<file path="config.mk">
export PLATFORM = sky130hd
export DESIGN_NAME = lais_irq_status
export DESIGN_NICKNAME = d
export VERILOG_FILES = /design/src/include/lais_pkg.sv /design/src/verilog/lais_sync.sv /design/src/verilog/lais_chan.sv /design/src/verilog/lais_irq_status.sv
export VERILOG_INCLUDE_DIRS = /design/src /design/src/include
export SDC_FILE = /design/constraint.sdc
export NUM_CORES = 2
export LEC_CHECK = 0
export BUFFER_PORTS_ARGS = -buffer_cell sky130_fd_sc_hd__clkbuf_2
export CORE_MARGIN = 10
export CORE_UTILIZATION = 55
export DETAILED_ROUTE_END_ITERATION = 8
export HOLD_SLACK_MARGIN = 0.1
export MAX_ROUTING_LAYER = met4
export PLACE_DENSITY = 0.85
export SLEW_MARGIN = 20
export SYNTH_ARGS = -nofsm -noshare
export SYNTH_HDL_FRONTEND = slang
export SYNTH_SLANG_ARGS = --single-unit
</file>
<file path="constraint.sdc">
create_clock -name pclk -period 3.9 [get_ports pclk]
set_clock_uncertainty 0.2 [all_clocks]
set_input_delay 0.78 -clock pclk [delete_from_list [all_inputs] [get_ports pclk]]
set_output_delay 0.78 -clock pclk [all_outputs]
set_load 0.02 [all_outputs]
</file>
<file path="src/include/lais_defs.svh">
// Constants for the per-channel line alarm interrupt status block
`ifndef LAIS_DEFS_SVH
`define LAIS_DEFS_SVH
`define LAIS_NCH        16
`define LAIS_SYNC_W     160
`define LAIS_ADDR_W     12
`define LAIS_CH_MSB     11
`define LAIS_CH_LSB     8
`define LAIS_OFF_MSB    7
`define LAIS_OFF_LSB    2
`define LAIS_IDX_MASK0  6'h19
`define LAIS_IDX_MASK1  6'h1A
`define LAIS_IDX_EDGE   6'h1B
`define LAIS_IDX_STATE0 6'h1E
`define LAIS_IDX_STATE1 6'h1F
`define LAIS_IDX_FLAGS0 6'h20
`define LAIS_IDX_FLAGS1 6'h21
`define LAIS_FLAG_RST   8'h00
`define LAIS_MASK_RST   8'hFF
`define LAIS_EDGE_RST   8'h00
`define LAIS_USED0      8'hFF
`define LAIS_USED1      8'hE3
`define LAIS_USED_EDGE  8'h7F
`define LAIS_LVL0       8'h1F
`define LAIS_ES_IB      0
`define LAIS_ES_LOS     1
`define LAIS_ES_TL      2
`define LAIS_ES_CK      3
`define LAIS_ES_OC      4
`define LAIS_ES_PA      5
`define LAIS_ES_AIS     6
`endif

</file>
<file path="src/include/lais_pkg.sv">
// Types shared by the line alarm interrupt status block
`include "lais_defs.svh"
package lais_pkg;
  typedef logic [3:0] lais_chan_t;
  typedef logic [7:0] lais_byte_t;
  typedef struct packed {
    lais_byte_t flags0;
    lais_byte_t flags1;
    lais_byte_t prev0;
    lais_byte_t prev1;
  } lais_chan_s;
  typedef struct packed {
    logic [`LAIS_SYNC_W-1:0] meta;
    logic [`LAIS_SYNC_W-1:0] stable;
  } lais_sync_s;
  typedef struct packed {
    logic [`LAIS_NCH-1:0][7:0] edge_sel;
    logic [`LAIS_NCH-1:0][7:0] mask0;
    logic [`LAIS_NCH-1:0][7:0] mask1;
    logic [31:0]               prdata;
    logic                      pready;
    logic                      pslverr;
    logic                      irq;
  } lais_top_s;
endpackage

</file>
<file path="src/verilog/lais_sync.sv">
// Two-stage synchroniser for the detector status levels
`timescale 1ns/1ps
`include "lais_defs.svh"
module lais_sync (
  input  wire logic                    pclk,    // Clock
  input  wire logic                    presetn, // Async reset, low
  input  wire logic [`LAIS_SYNC_W-1:0] d,       // Levels from other domains
  output logic      [`LAIS_SYNC_W-1:0] q        // Synchronised levels
);
  lais_pkg::lais_sync_s r;
  lais_pkg::lais_sync_s n;

  // First stage is read only by the second stage
  always_comb begin
    n        = r;
    n.meta   = d;
    n.stable = r.meta;
  end

  always_ff @(posedge pclk or negedge presetn) begin
    if (!presetn) begin
      r <= '0;
    end else begin
      r <= n;
    end
  end

  assign q = r.stable;
endmodule

</file>
<file path="src/verilog/lais_chan.sv">
// Sticky interrupt flags of one channel with edge selection
`timescale 1ns/1ps
`include "lais_defs.svh"
module lais_chan (
  input  wire logic       pclk,        // Clock
  input  wire logic       presetn,     // Async reset, low
  input  wire logic [7:0] edge_sel,    // Edge-select register
  input  wire logic [7:0] line_state,  // Line status levels, flag0 layout
  input  wire logic [7:0] alarm_state, // Alarm status levels, flag1 layout
  input  wire logic [2:0] evt,         // Amplitude, tx slip, rx slip pulses
  input  wire logic [7:0] clr0,        // Write-one-to-clear, first flags
  input  wire logic [7:0] clr1,        // Write-one-to-clear, second flags
  output logic      [7:0] flags0,      // First flag register
  output logic      [7:0] flags1       // Second flag register
);
  lais_pkg::lais_chan_s r;
  lais_pkg::lais_chan_s n;
  logic [7:0] es0;
  logic [7:0] es1;
  logic [7:0] set0;
  logic [7:0] set1;

  assign es0 = {3'h0, edge_sel[`LAIS_ES_OC], edge_sel[`LAIS_ES_CK], edge_sel[`LAIS_ES_TL],
                edge_sel[`LAIS_ES_LOS], edge_sel[`LAIS_ES_LOS]}; // RULE_09
  assign es1 = {edge_sel[`LAIS_ES_AIS], edge_sel[`LAIS_ES_AIS], edge_sel[`LAIS_ES_PA], 3'h0,
                edge_sel[`LAIS_ES_IB], edge_sel[`LAIS_ES_IB]}; // RULE_10

  // Select clear: rising edge only; select set: any transition
  assign set0 = {evt, 5'h00} // RULE_01 RULE_02 RULE_03
              | (`LAIS_LVL0 & ((es0 & (line_state ^ r.prev0))
                 | (~es0 & line_state & ~r.prev0))); // RULE_06 RULE_07 RULE_08
  assign set1 = `LAIS_USED1 & ((es1 & (alarm_state ^ r.prev1))
                | (~es1 & alarm_state & ~r.prev1)); // RULE_10 RULE_11 RULE_12

  // A set arriving with its clear wins, so no event is lost
  always_comb begin
    n        = r;
    n.flags0 = (r.flags0 & ~clr0) | set0; // RULE_15
    n.flags1 = (r.flags1 & ~clr1) | set1; // RULE_04
    n.prev0  = line_state;                // RULE_06
    n.prev1  = alarm_state;               // RULE_12
  end

  always_ff @(posedge pclk or negedge presetn) begin
    if (!presetn) begin
      r <= '0;
    end else begin
      r <= n;
    end
  end

  assign flags0 = r.flags0;
  assign flags1 = r.flags1;

  property p_rise(logic st, logic fl);
    @(posedge pclk) disable iff (!presetn) st && !$past(st) |=> fl;
  endproperty
  property p_fall(logic st, logic es, logic fl);
    @(posedge pclk) disable iff (!presetn) es && !st && $past(st) && $past(es) |=> fl;
  endproperty

  a_amp_evt_sets: assert property (@(posedge pclk) disable iff (!presetn) // RULE_01
    evt[2] |=> flags0[7]) else $error("amplitude flag not set");
  a_txj_evt_sets: assert property (@(posedge pclk) disable iff (!presetn) // RULE_02
    evt[1] |=> flags0[6]) else $error("tx slip flag not set");
  a_rxj_evt_sets: assert property (@(posedge pclk) disable iff (!presetn) // RULE_03
    evt[0] |=> flags0[5]) else $error("rx slip flag not set");
  a_flag_clears: assert property (@(posedge pclk) disable iff (!presetn) // RULE_04
    clr0[6] && !evt[1] |=> !flags0[6]) else $error("flag not cleared");
  a_oc_rise: assert property (p_rise(line_state[4], flags0[4])) // RULE_06
    else $error("overcurrent rise lost");
  a_oc_fall: assert property (p_fall(line_state[4], edge_sel[4], flags0[4])) // RULE_06
    else $error("overcurrent fall lost");
  a_ck_fall: assert property (p_fall(line_state[3], edge_sel[3], flags0[3])) // RULE_07
    else $error("clock missing fall lost");
  a_tl_fall: assert property (p_fall(line_state[2], edge_sel[2], flags0[2])) // RULE_08
    else $error("tx loss fall lost");
  a_los_fall: assert property (p_fall(line_state[0], edge_sel[1], flags0[0])) // RULE_09
    else $error("line loss fall lost");
  a_ais_fall: assert property (p_fall(alarm_state[7], edge_sel[6], flags1[7])) // RULE_10
    else $error("alarm fall lost");
  a_pa_fall: assert property (p_fall(alarm_state[5], edge_sel[5], flags1[5])) // RULE_11
    else $error("pattern fall lost");
  a_ib_fall: assert property (p_fall(alarm_state[1], edge_sel[0], flags1[1])) // RULE_12
    else $error("inband fall lost");
  a_flag_sticky: assert property (@(posedge pclk) disable iff (!presetn) // RULE_15
    flags0[4] && !clr0[4] |=> flags0[4]) else $error("flag dropped alone");
endmodule

</file>
<file path="src/verilog/lais_irq_status.sv">
// Per-channel latched line alarm interrupt status with APB access
// Functional notes
// RULE_01: Amplitude overflow sets flag bit 7 of the first register and raises interrupt.
// RULE_02: Transmit jitter FIFO slip sets bit 6 of the first register.
// RULE_03: Receive jitter FIFO slip sets bit 5 of the first register.
// RULE_04: Flags reset to zero; writing one to a bit clears it.
// RULE_05: Any set flag whose mask bit is zero is reported on the interrupt output.
// RULE_06: Overcurrent flag bit 4: rising edge, or any edge when selected.
// RULE_07: Clock missing flag bit 3: rising edge, or any edge when selected.
// RULE_08: Transmit loss flag bit 2: rising edge, or any edge when selected.
// RULE_09: System and line loss flags share edge-select bit 1.
// RULE_10: Both alarm indication flags, bits 7 and 6, share edge-select bit 6.
// RULE_11: Pattern sync flag bit 5 uses edge-select bit 5.
// RULE_12: Loop up and loop down code flags share edge-select bit 0.
// RULE_13: Sixteen channels, register copies spaced 40H apart from 020H and 021H.
// RULE_14: Mask bits reset to one; a one blocks the source from interrupt.
// RULE_15: A set flag stays set until software writes one to it.
`timescale 1ns/1ps
`include "lais_defs.svh"
module lais_irq_status (
  input  wire logic                    pclk,                     // APB clock, 40 MHz
  input  wire logic                    presetn,                  // Async reset, low
  input  wire logic                    psel,                     // APB select
  input  wire logic                    penable,                  // APB enable
  input  wire logic                    pwrite,                   // APB direction
  input  wire logic [`LAIS_ADDR_W-1:0] paddr,                    // APB byte address
  input  wire logic [31:0]             pwdata,                   // APB write data
  output logic      [31:0]             prdata,                   // APB read data
  output logic                         pready,                   // APB ready
  output logic                         pslverr,                  // APB error
  output logic                         irq_out,                  // Level interrupt
  input  wire logic [`LAIS_NCH-1:0]    amplitude_overflow_evt,   // Pulses, same clock
  input  wire logic [`LAIS_NCH-1:0]    tx_jitter_fifo_slip_evt,  // Pulses, same clock
  input  wire logic [`LAIS_NCH-1:0]    rx_jitter_fifo_slip_evt,  // Pulses, same clock
  input  wire logic [`LAIS_NCH-1:0]    overcurrent_state,        // Async level
  input  wire logic [`LAIS_NCH-1:0]    clock_missing_state,      // Async level
  input  wire logic [`LAIS_NCH-1:0]    tx_signal_loss_state,     // Async level
  input  wire logic [`LAIS_NCH-1:0]    system_signal_loss_state, // Async level
  input  wire logic [`LAIS_NCH-1:0]    line_signal_loss_state,   // Async level
  input  wire logic [`LAIS_NCH-1:0]    system_alarm_ind_state,   // Async level
  input  wire logic [`LAIS_NCH-1:0]    line_alarm_ind_state,     // Async level
  input  wire logic [`LAIS_NCH-1:0]    pattern_sync_state,       // Async level
  input  wire logic [`LAIS_NCH-1:0]    loop_up_code_state,       // Async level
  input  wire logic [`LAIS_NCH-1:0]    loop_down_code_state      // Async level
);
  lais_pkg::lais_top_s r;
  lais_pkg::lais_top_s n;

  logic [`LAIS_SYNC_W-1:0]   sync_q;
  logic [`LAIS_NCH-1:0]      oc_s;
  logic [`LAIS_NCH-1:0]      ck_s;
  logic [`LAIS_NCH-1:0]      tl_s;
  logic [`LAIS_NCH-1:0]      sl_s;
  logic [`LAIS_NCH-1:0]      ll_s;
  logic [`LAIS_NCH-1:0]      sa_s;
  logic [`LAIS_NCH-1:0]      la_s;
  logic [`LAIS_NCH-1:0]      pt_s;
  logic [`LAIS_NCH-1:0]      iu_s;
  logic [`LAIS_NCH-1:0]      id_s;
  logic [`LAIS_NCH-1:0][7:0] st0_w;
  logic [`LAIS_NCH-1:0][7:0] st1_w;
  logic [`LAIS_NCH-1:0][7:0] flags0_w;
  logic [`LAIS_NCH-1:0][7:0] flags1_w;
  logic [`LAIS_NCH-1:0][7:0] clr0_w;
  logic [`LAIS_NCH-1:0][7:0] clr1_w;
  logic [`LAIS_NCH-1:0]      pend;
  lais_pkg::lais_chan_t      ch_sel;
  logic [5:0]                off;
  logic                      setup;
  logic                      wr_take;
  logic                      hit;
  lais_pkg::lais_byte_t      rd_byte;

  // Detector levels come from other clock domains and analog monitors
  lais_sync u_sync (
    .pclk    (pclk),
    .presetn (presetn),
    .d       ({overcurrent_state, clock_missing_state, tx_signal_loss_state,
               system_signal_loss_state, line_signal_loss_state,
               system_alarm_ind_state, line_alarm_ind_state, pattern_sync_state,
               loop_up_code_state, loop_down_code_state}),
    .q       (sync_q)
  );

  assign {oc_s, ck_s, tl_s, sl_s, ll_s, sa_s, la_s, pt_s, iu_s, id_s} = sync_q;

  // Address decode: channel in the upper bits, register index below
  assign ch_sel  = paddr[`LAIS_CH_MSB:`LAIS_CH_LSB]; // RULE_13
  assign off     = paddr[`LAIS_OFF_MSB:`LAIS_OFF_LSB]; // RULE_13
  assign setup   = psel & ~penable;
  // Writes land only on the edge that completes the access
  assign wr_take = psel & penable & pwrite & r.pready;

  always_comb begin
    hit     = 1'b1;
    rd_byte = 8'h00;
    case (off)
      `LAIS_IDX_FLAGS0: rd_byte = flags0_w[ch_sel]; // RULE_13
      `LAIS_IDX_FLAGS1: rd_byte = flags1_w[ch_sel]; // RULE_13
      `LAIS_IDX_MASK0:  rd_byte = r.mask0[ch_sel];
      `LAIS_IDX_MASK1:  rd_byte = r.mask1[ch_sel];
      `LAIS_IDX_EDGE:   rd_byte = r.edge_sel[ch_sel];
      `LAIS_IDX_STATE0: rd_byte = st0_w[ch_sel];
      `LAIS_IDX_STATE1: rd_byte = st1_w[ch_sel];
      default:          hit     = 1'b0;
    endcase
  end

  generate
    for (genvar c = 0; c < `LAIS_NCH; c++) begin : g_ch
      assign st0_w[c] = {3'h0, oc_s[c], ck_s[c], tl_s[c], sl_s[c], ll_s[c]};
      assign st1_w[c] = {sa_s[c], la_s[c], pt_s[c], 3'h0, iu_s[c], id_s[c]};
      assign clr0_w[c] = (wr_take && ch_sel == lais_pkg::lais_chan_t'(c)
                          && off == `LAIS_IDX_FLAGS0) ? pwdata[7:0] : 8'h00; // RULE_04
      assign clr1_w[c] = (wr_take && ch_sel == lais_pkg::lais_chan_t'(c)
                          && off == `LAIS_IDX_FLAGS1) ? pwdata[7:0] : 8'h00; // RULE_04
      // A mask bit of one keeps its flag off the interrupt line
      assign pend[c] = |((flags0_w[c] & ~r.mask0[c])
                         | (flags1_w[c] & ~r.mask1[c])); // RULE_14

      lais_chan u_chan (
        .pclk        (pclk),
        .presetn     (presetn),
        .edge_sel    (r.edge_sel[c]),
        .line_state  (st0_w[c]),
        .alarm_state (st1_w[c]),
        .evt         ({amplitude_overflow_evt[c], tx_jitter_fifo_slip_evt[c],
                       rx_jitter_fifo_slip_evt[c]}),
        .clr0        (clr0_w[c]),
        .clr1        (clr1_w[c]),
        .flags0      (flags0_w[c]),
        .flags1      (flags1_w[c])
      );
    end
  endgenerate

  // Zero wait state slave: ready and read data are registered in setup
  always_comb begin
    n         = r;
    n.pready  = setup;
    n.pslverr = setup & ~hit;
    if (setup) begin
      n.prdata = pwrite ? 32'h0000_0000 : {24'h00_0000, rd_byte};
    end
    if (wr_take) begin
      case (off)
        `LAIS_IDX_MASK0: n.mask0[ch_sel]    = pwdata[7:0] & `LAIS_USED0;
        `LAIS_IDX_MASK1: n.mask1[ch_sel]    = pwdata[7:0] & `LAIS_USED1;
        `LAIS_IDX_EDGE:  n.edge_sel[ch_sel] = pwdata[7:0] & `LAIS_USED_EDGE;
        default:         n.irq              = r.irq;
      endcase
    end
    n.irq = |pend; // RULE_05
  end

  always_ff @(posedge pclk or negedge presetn) begin
    if (!presetn) begin
      r          <= '0;
      r.mask0    <= {`LAIS_NCH{`LAIS_MASK_RST}}; // RULE_14
      r.mask1    <= {`LAIS_NCH{`LAIS_MASK_RST & `LAIS_USED1}}; // RULE_14
      r.edge_sel <= {`LAIS_NCH{`LAIS_EDGE_RST}};
    end else begin
      r <= n;
    end
  end

  assign prdata  = r.prdata;
  assign pready  = r.pready;
  assign pslverr = r.pslverr;
  assign irq_out = r.irq;

  a_irq_raise: assert property (@(posedge pclk) disable iff (!presetn) // RULE_05
    (|pend) |=> irq_out) else $error("pending flag not reported");
  a_irq_quiet: assert property (@(posedge pclk) disable iff (!presetn) // RULE_14
    !(|pend) |=> !irq_out) else $error("interrupt without pending flag");
  a_mask_reset: assert property (@(posedge pclk) disable iff (!presetn) // RULE_14
    $rose(presetn) |-> r.mask0[0] == `LAIS_MASK_RST) else $error("mask not reset");
  a_flag_reset: assert property (@(posedge pclk) disable iff (!presetn) // RULE_04
    $rose(presetn) |-> flags0_w[0] == `LAIS_FLAG_RST) else $error("flag not reset");
  a_chan_read: assert property (@(posedge pclk) disable iff (!presetn) // RULE_13
    setup && !pwrite && off == `LAIS_IDX_FLAGS0 |=> prdata[7:0] == $past(flags0_w[ch_sel]))
    else $error("wrong channel flags read");
  a_apb_ready: assert property (@(posedge pclk) disable iff (!presetn)
    setup |=> pready ##1 !pready) else $error("ready not one cycle");
  a_apb_unmapped: assert property (@(posedge pclk) disable iff (!presetn)
    setup && !hit |=> pslverr && pready) else $error("unmapped access not flagged");
  // Watches the channel that carries the pattern clear sequence
  a_w1c_clear: assert property (@(posedge pclk) disable iff (!presetn) // RULE_04
    wr_take && off == `LAIS_IDX_FLAGS1 && ch_sel == 4'h5 && pwdata[5] && !st1_w[5][5]
    && !$past(st1_w[5][5]) |=> !flags1_w[5][5]) else $error("write one did not clear");

  c_irq_rise: cover property (@(posedge pclk) disable iff (!presetn) $rose(irq_out));
  c_irq_clear: cover property (@(posedge pclk) disable iff (!presetn) irq_out ##1 !irq_out);
  c_unmapped: cover property (@(posedge pclk) disable iff (!presetn) pslverr);
  c_any_edge: cover property (@(posedge pclk) disable iff (!presetn)
    r.edge_sel[5][`LAIS_ES_OC] && $fell(st0_w[5][4]));
endmodule

</file>
======== Yosys cells after proc, flatten, opt, wreduce, memory -nomap -nowiden ========
Index checks and enable logic that the tools add are counted.
operators by class
  multiplexer cells ....................... 54
  multiply operators ...................... 0
  reduce and logical (&&, ||, !) cells .... 55
  bitwise logic cells ..................... 423
  divide/modulo/power cells ............... 0
  equality and inequality tests ........... 22
  add/subtract/negate cells ............... 0
  order comparisons ....................... 2
  shift-type cells ........................ 0
operators by type and width
  operator            number
  $and 8x8->8         112
  $not 8->8           96
  $or 8x8->8          64
  $bwmux 128          3
  $mux 8              41
  $and 5x5->5         48
  $bmux 8 s4          7
  $not 5->5           32
  $or 8x5->8          16
  $reduce_or 128->1   1
  $xor 8x8->8         16
  $or 5x5->5          16
  $xor 5x5->5         16
  $pmux 8 s7          1
  $logic_and 1x1->1   49
  $demux 8 s4         1
  $eq 4x4->1 const B  8
  $eq 6x5->1 const B  5
  $eq 4x3->1 const B  4
  $eq 6x6->1 const B  2
  $eq 4x2->1 const B  2
  $reduce_or 7->1     1
  $reduce_and 2->1    3
  $and 1x1->1         5
  other kinds (6)     7
storage, ports and cells
  RAM bits ................................ 0
  memories kept ........................... 0
  ROM bits ................................ 0
  register bits after elaboration ......... 1155
  latch bits .............................. 0

======== Depth between registers and ports, before layout ========
  depth after elaboration ................. 9
  mapped depth ............................ 10

======== Modules after synthesis ========
From an unflattened synthesis, not the netlist that was laid out.
unflattened totals
  cell total of the unflattened synthesis .. 3789
  area total of the unflattened synthesis .. 48796.8 um2
modules (own cells, without submodules)
  module           cells each  instances  area an instance (um2)
  lais_irq_status  2013        1          22851.9
  lais_chan        91          16         1121.1
  lais_sync        320         1          8007.7

======== Worst setup path after synthesis ========
OpenSTA, ideal clock, no wires.
  kind .................................... input to register
  start point ............................. input port paddr[8]
  end point ............................... register r (netlist bit prdata[1])
  library setup time ...................... 0.139 ns
  setup slack ............................. 1.001 ns
  path buffers ............................ 4
  stages .................................. 9
  arrival ................................. 2.560 ns
  path through ............................ buf_6 > buf_6 > buf_6 > buf_4 > mux4_2 > a22oi_1 > o311ai_0 > a211oi_1 > a32oi_1
between the ends
  cells in the longest elaborated chain, start to end .. 4
  elaborated cells between the ends (all ways) .. 16
RTL lines
  item                                                        line                    source
  start, declared                                             lais_irq_status.sv:26   input wire logic [`LAIS_ADDR_W-1:0] paddr,
  $bmux 8 s4, or another cell as far along                    lais_irq_status.sv:104  `LAIS_IDX_STATE1: rd_byte = st1_w[ch_sel];
  $mux 8 (implied by the code), or another cell as far along  lais_irq_status.sv:104
  $pmux 8 s7 (*)                                              lais_irq_status.sv:97   case (off)
  $mux 8 (*)                                                  lais_irq_status.sv:143  n.prdata = pwrite ? 32'h0000_0000 : {24'h00_0000, rd_byte};
  end signal, assigned                                        lais_irq_status.sv:163  r <= n;
  end, declared                                               lais_irq_status.sv:46   lais_pkg::lais_top_s r;
Mark *: on every way between the ends. The rest lies on a longest branch, timed or not. The select of a mux whose other input is x is not followed.
A chain may end at the register's enable or synchronous reset.

==> results.sh <==
export IMPL_status="finished clean"
export IMPL_slowest_stage="a2111oi_0"
export IMPL_min_period_ns=3.04
export IMPL_synth_area_per_cell_sq_um=13.3
export IMPL_layout_commonest_cell="dfrtp_1"
export IMPL_grt_max_degree=120
export IMPL_num_rows=104
export IMPL_final_cell_mix="859 x dfrtp_1, 389 x nand2_1, 351 x inv_1, 319 x mux2_2, 236 x clkbuf_2"
export IMPL_insertion_delay_ns=0.70
export IMPL_synth_top_flop_cell="dfrtp_1"
export IMPL_holdPathStages=2
export IMPL_dp_slack_ns=0.318
export IMPL_clockBufferDepth=3
export IMPL_grt_pass1_wl_um=255000
export IMPL_grt_overflow_total=0
export IMPL_finalSetupViolCount=0
export IMPL_hold_viol=0
export IMPL_maxCapViolCount=0
export IMPL_ios=292
export IMPL_vdd_drop_max_mv=0.536
export IMPL_leakagePower_nw=24.1
export IMPL_yosysTopAreaCell="dfrtp_1"
export IMPL_cpPeakStageDelay_ns=0.79
export IMPL_die_h_um=305
export IMPL_dr_pass1_iters=6
export IMPL_grt_use_total_pct=39.0
export IMPL_place_gp_congestion=1.08
export IMPL_cts_root_buf="clkbuf_16"
export IMPL_ys_warn_count=0
export IMPL_cts_sinks=1067
export IMPL_crit_buf_inv=0
export IMPL_dr_total_vias=33800
export IMPL_cts_buffers=106
export IMPL_ys_seq_area_share_pct=60.5
export IMPL_crit_path_end_kind="register"
export IMPL_hold_path_end="g_ch[4].u_chan.flags0[6]$_DFF_PN0_"
export IMPL_start_util_pct=55.4
export IMPL_holdCritPathClass="primary input to register"
export IMPL_ant_nets=0
export IMPL_dieArea_sq_um=92800
export IMPL_synth_edf_count=0
export IMPL_antenna_found_initial=13
export IMPL_crit_path_cell_trace="nand2b_1 -> o2111ai_1 -> a2111oi_0 -> nand4_1 -> nor4_1 -> nand3_1"
export IMPL_synth_area_leaders="dfrtp_1 48%, dfstp_2 12%, mux4_2 9.0%, mux2_2 8.1%, a221o_1 3.6%"
export IMPL_routed_wl_um=178000
export IMPL_post_synth_num_cell_types=67
export IMPL_worstPathRequired_ns=4.18
export IMPL_crit_family="compound AO/OA/AOI/OAI gates"
export IMPL_crit_type="register to register"
export IMPL_synth_seq_cells=1067
export IMPL_fin_crit_sh_pct=78.0
export IMPL_wl_per_cell_um=34.9
export IMPL_drt_iter0_markers=4818
export IMPL_drcViolationCount=0
export IMPL_synthArstFlopShare_pct=100
export IMPL_drive_gt1_share_pct=34.0
export IMPL_regToRegSetupSlack_ns=0.86
export IMPL_synth_area_sq_um=44600
export IMPL_coreArea_sq_um=80400
export IMPL_path_clk_slew_ns=0.07
export IMPL_maxSlewHeadroom_pct=28.5
export IMPL_max_freq_ghz=0.329
export IMPL_rsz0062_at_grt="no"
export IMPL_die_w_um=305
export IMPL_final_max_slew_viol_count=0
export IMPL_finalNonFillerCells=5102
export IMPL_arrival_ns=3.33
export IMPL_dp_cells=4697
export IMPL_finalSetupTns_ns=0
export IMPL_worstHoldStart="tx_jitter_fifo_slip_evt[4]"
export IMPL_synth_top_area_share_pct=48.2
export IMPL_viasPerCell=6.62
export IMPL_rr_endpoint="irq_out$_DFF_PN0_"
export IMPL_syn_inst=3344
export IMPL_r2r_start="r[263]$_DFFE_PN1P_"
export IMPL_power_density_nw_per_um2=443
export IMPL_synthToLayoutAreaGrowth_pct=21.3
export IMPL_cp_start_kind="register"
export IMPL_port_buffers=241
export IMPL_critical_path_peak_fanout=3
export IMPL_worst_slew_pin_slew_ns=1.07
export IMPL_grt_pass1_vias=35100
export IMPL_dp_hpwl_um=125000
export IMPL_cts_tree="yes"
export IMPL_reg2reg_depth=6
export IMPL_fin_nets=4196
export IMPL_htree_levels=3
export IMPL_setup_ws_ns=0.857
==> flip-flops by register name, summed over array words and instances (netlist names) <==
signal	count
g_ch.u_chan.flags1	128
prdata	8
g_ch.u_chan.flags0	128
pready	1
u_sync.q	160
u_sync.n	160
irq_out	1
pslverr	1
r	320
g_ch.u_chan.r	160
==> layout make-up <==
type                            instances  area, sq um
Clock inverter                         60          841
Multi-Input combinational cell       1771        15400
Timing Repair Buffer                  639         5170
Antenna cell                           12         30.0
Fill cell                            5391        26300
Tap cell                             1060         1330
Clock buffer                          139         2980
Sequential cell                      1067        27000
Inverter                              354         1330
==> cells in the mapped netlist (8+ instances only) <==
cell	instances
a221oi_1	12
buf_6	10
a22oi_1	31
nand2_1	389
a221o_1	160
o2111ai_1	8
nor2_2	22
nand2b_1	19
nand4_1	10
nor2_1	126
nor4_1	30
buf_4	46
mux4_2	179
inv_1	351
o22ai_1	86
nand3_1	29
mux2_2	319
dfrtp_1	859
buf_1	28
nor3b_1	83
mux2i_1	21
buf_2	30
and2_1	9
clkbuf_1	61
dfstp_2	208
o21ai_0	9
a21boi_0	48
a21o_1	49
nor3_1	18
a21oi_1	16
==> worst register-to-register path, delay by kind of cell (launching register included) <==
kind            cells  cell delay (ns)
simple gates        4             1.05
compound gates      2             1.05
flops               1             0.54
==> power by group <==
| part | switching, mW | internal (mW) |
|---|---|---|
| Sequential | 0.193 | 11.3 |
| Combinational | 0.811 | 0.486 |
| Clock | 4.68 | 6.45 |
| Total | 5.69 | 18.3 |
==> worst max-delay path by stage <==
stage                       start                     to  slack, ns  cells past startpoint
5_1_grt        r[263]$_DFFE_PN1P_      irq_out$_DFF_PN0_       0.84                      6
3_5_place_dp             paddr[8]  prdata[5]$_DFFE_PN0P_       0.32                      8
4_1_cts        r[263]$_DFFE_PN1P_      irq_out$_DFF_PN0_       0.88                      6
3_3_place_gp             paddr[8]  prdata[5]$_DFFE_PN0P_       0.31                      8
6_report       r[263]$_DFFE_PN1P_      irq_out$_DFF_PN0_       0.86                      6
2_1_floorplan            paddr[8]  prdata[1]$_DFFE_PN0P_       1.00                      9
==> cells by family after synthesis <==
group                  after synthesis  synth area share [%]
and+or+nand+nor                    763                  8.04
muxes                              526                  18.0
buffers and inverters              529                  5.09
AOI/OAI and AO/OA                  458                  8.39
DFF                               1067                  60.5
other                                1               0.00841
==> through the flow <==
step	instance area, sq um	power (mW)	hold WS [ns]	util (%)
floorplan	44700	12.1	0.131	-
global placement	48300	12.8	0.131	60.0
detailed placement	48300	12.8	0.135	60.0
CTS	54000	23.9	0.100	67.2
global route	54100	24.5	0.112	67.2
finish	54100	24.0	0.110	67.2
==> timing repair <==
item                       in CTS  in global routing
hold buffers                  194                  0
hold endpoints to repair      255                  0
setup endpoints to repair       0                  0
gates resized for setup         0                  0
buffers inserted                0                  0
==> layer usage <==
layer	up-vias	track usage [%]	share of wire [%]
li1	13100	-	-
met5	-	-	0
met3	639	13.3	13
met2	2489	56.8	45
met1	17500	47.4	36
met4	0	22.3	7.1
No activity file was read; power rests on OpenSTA's default activity.
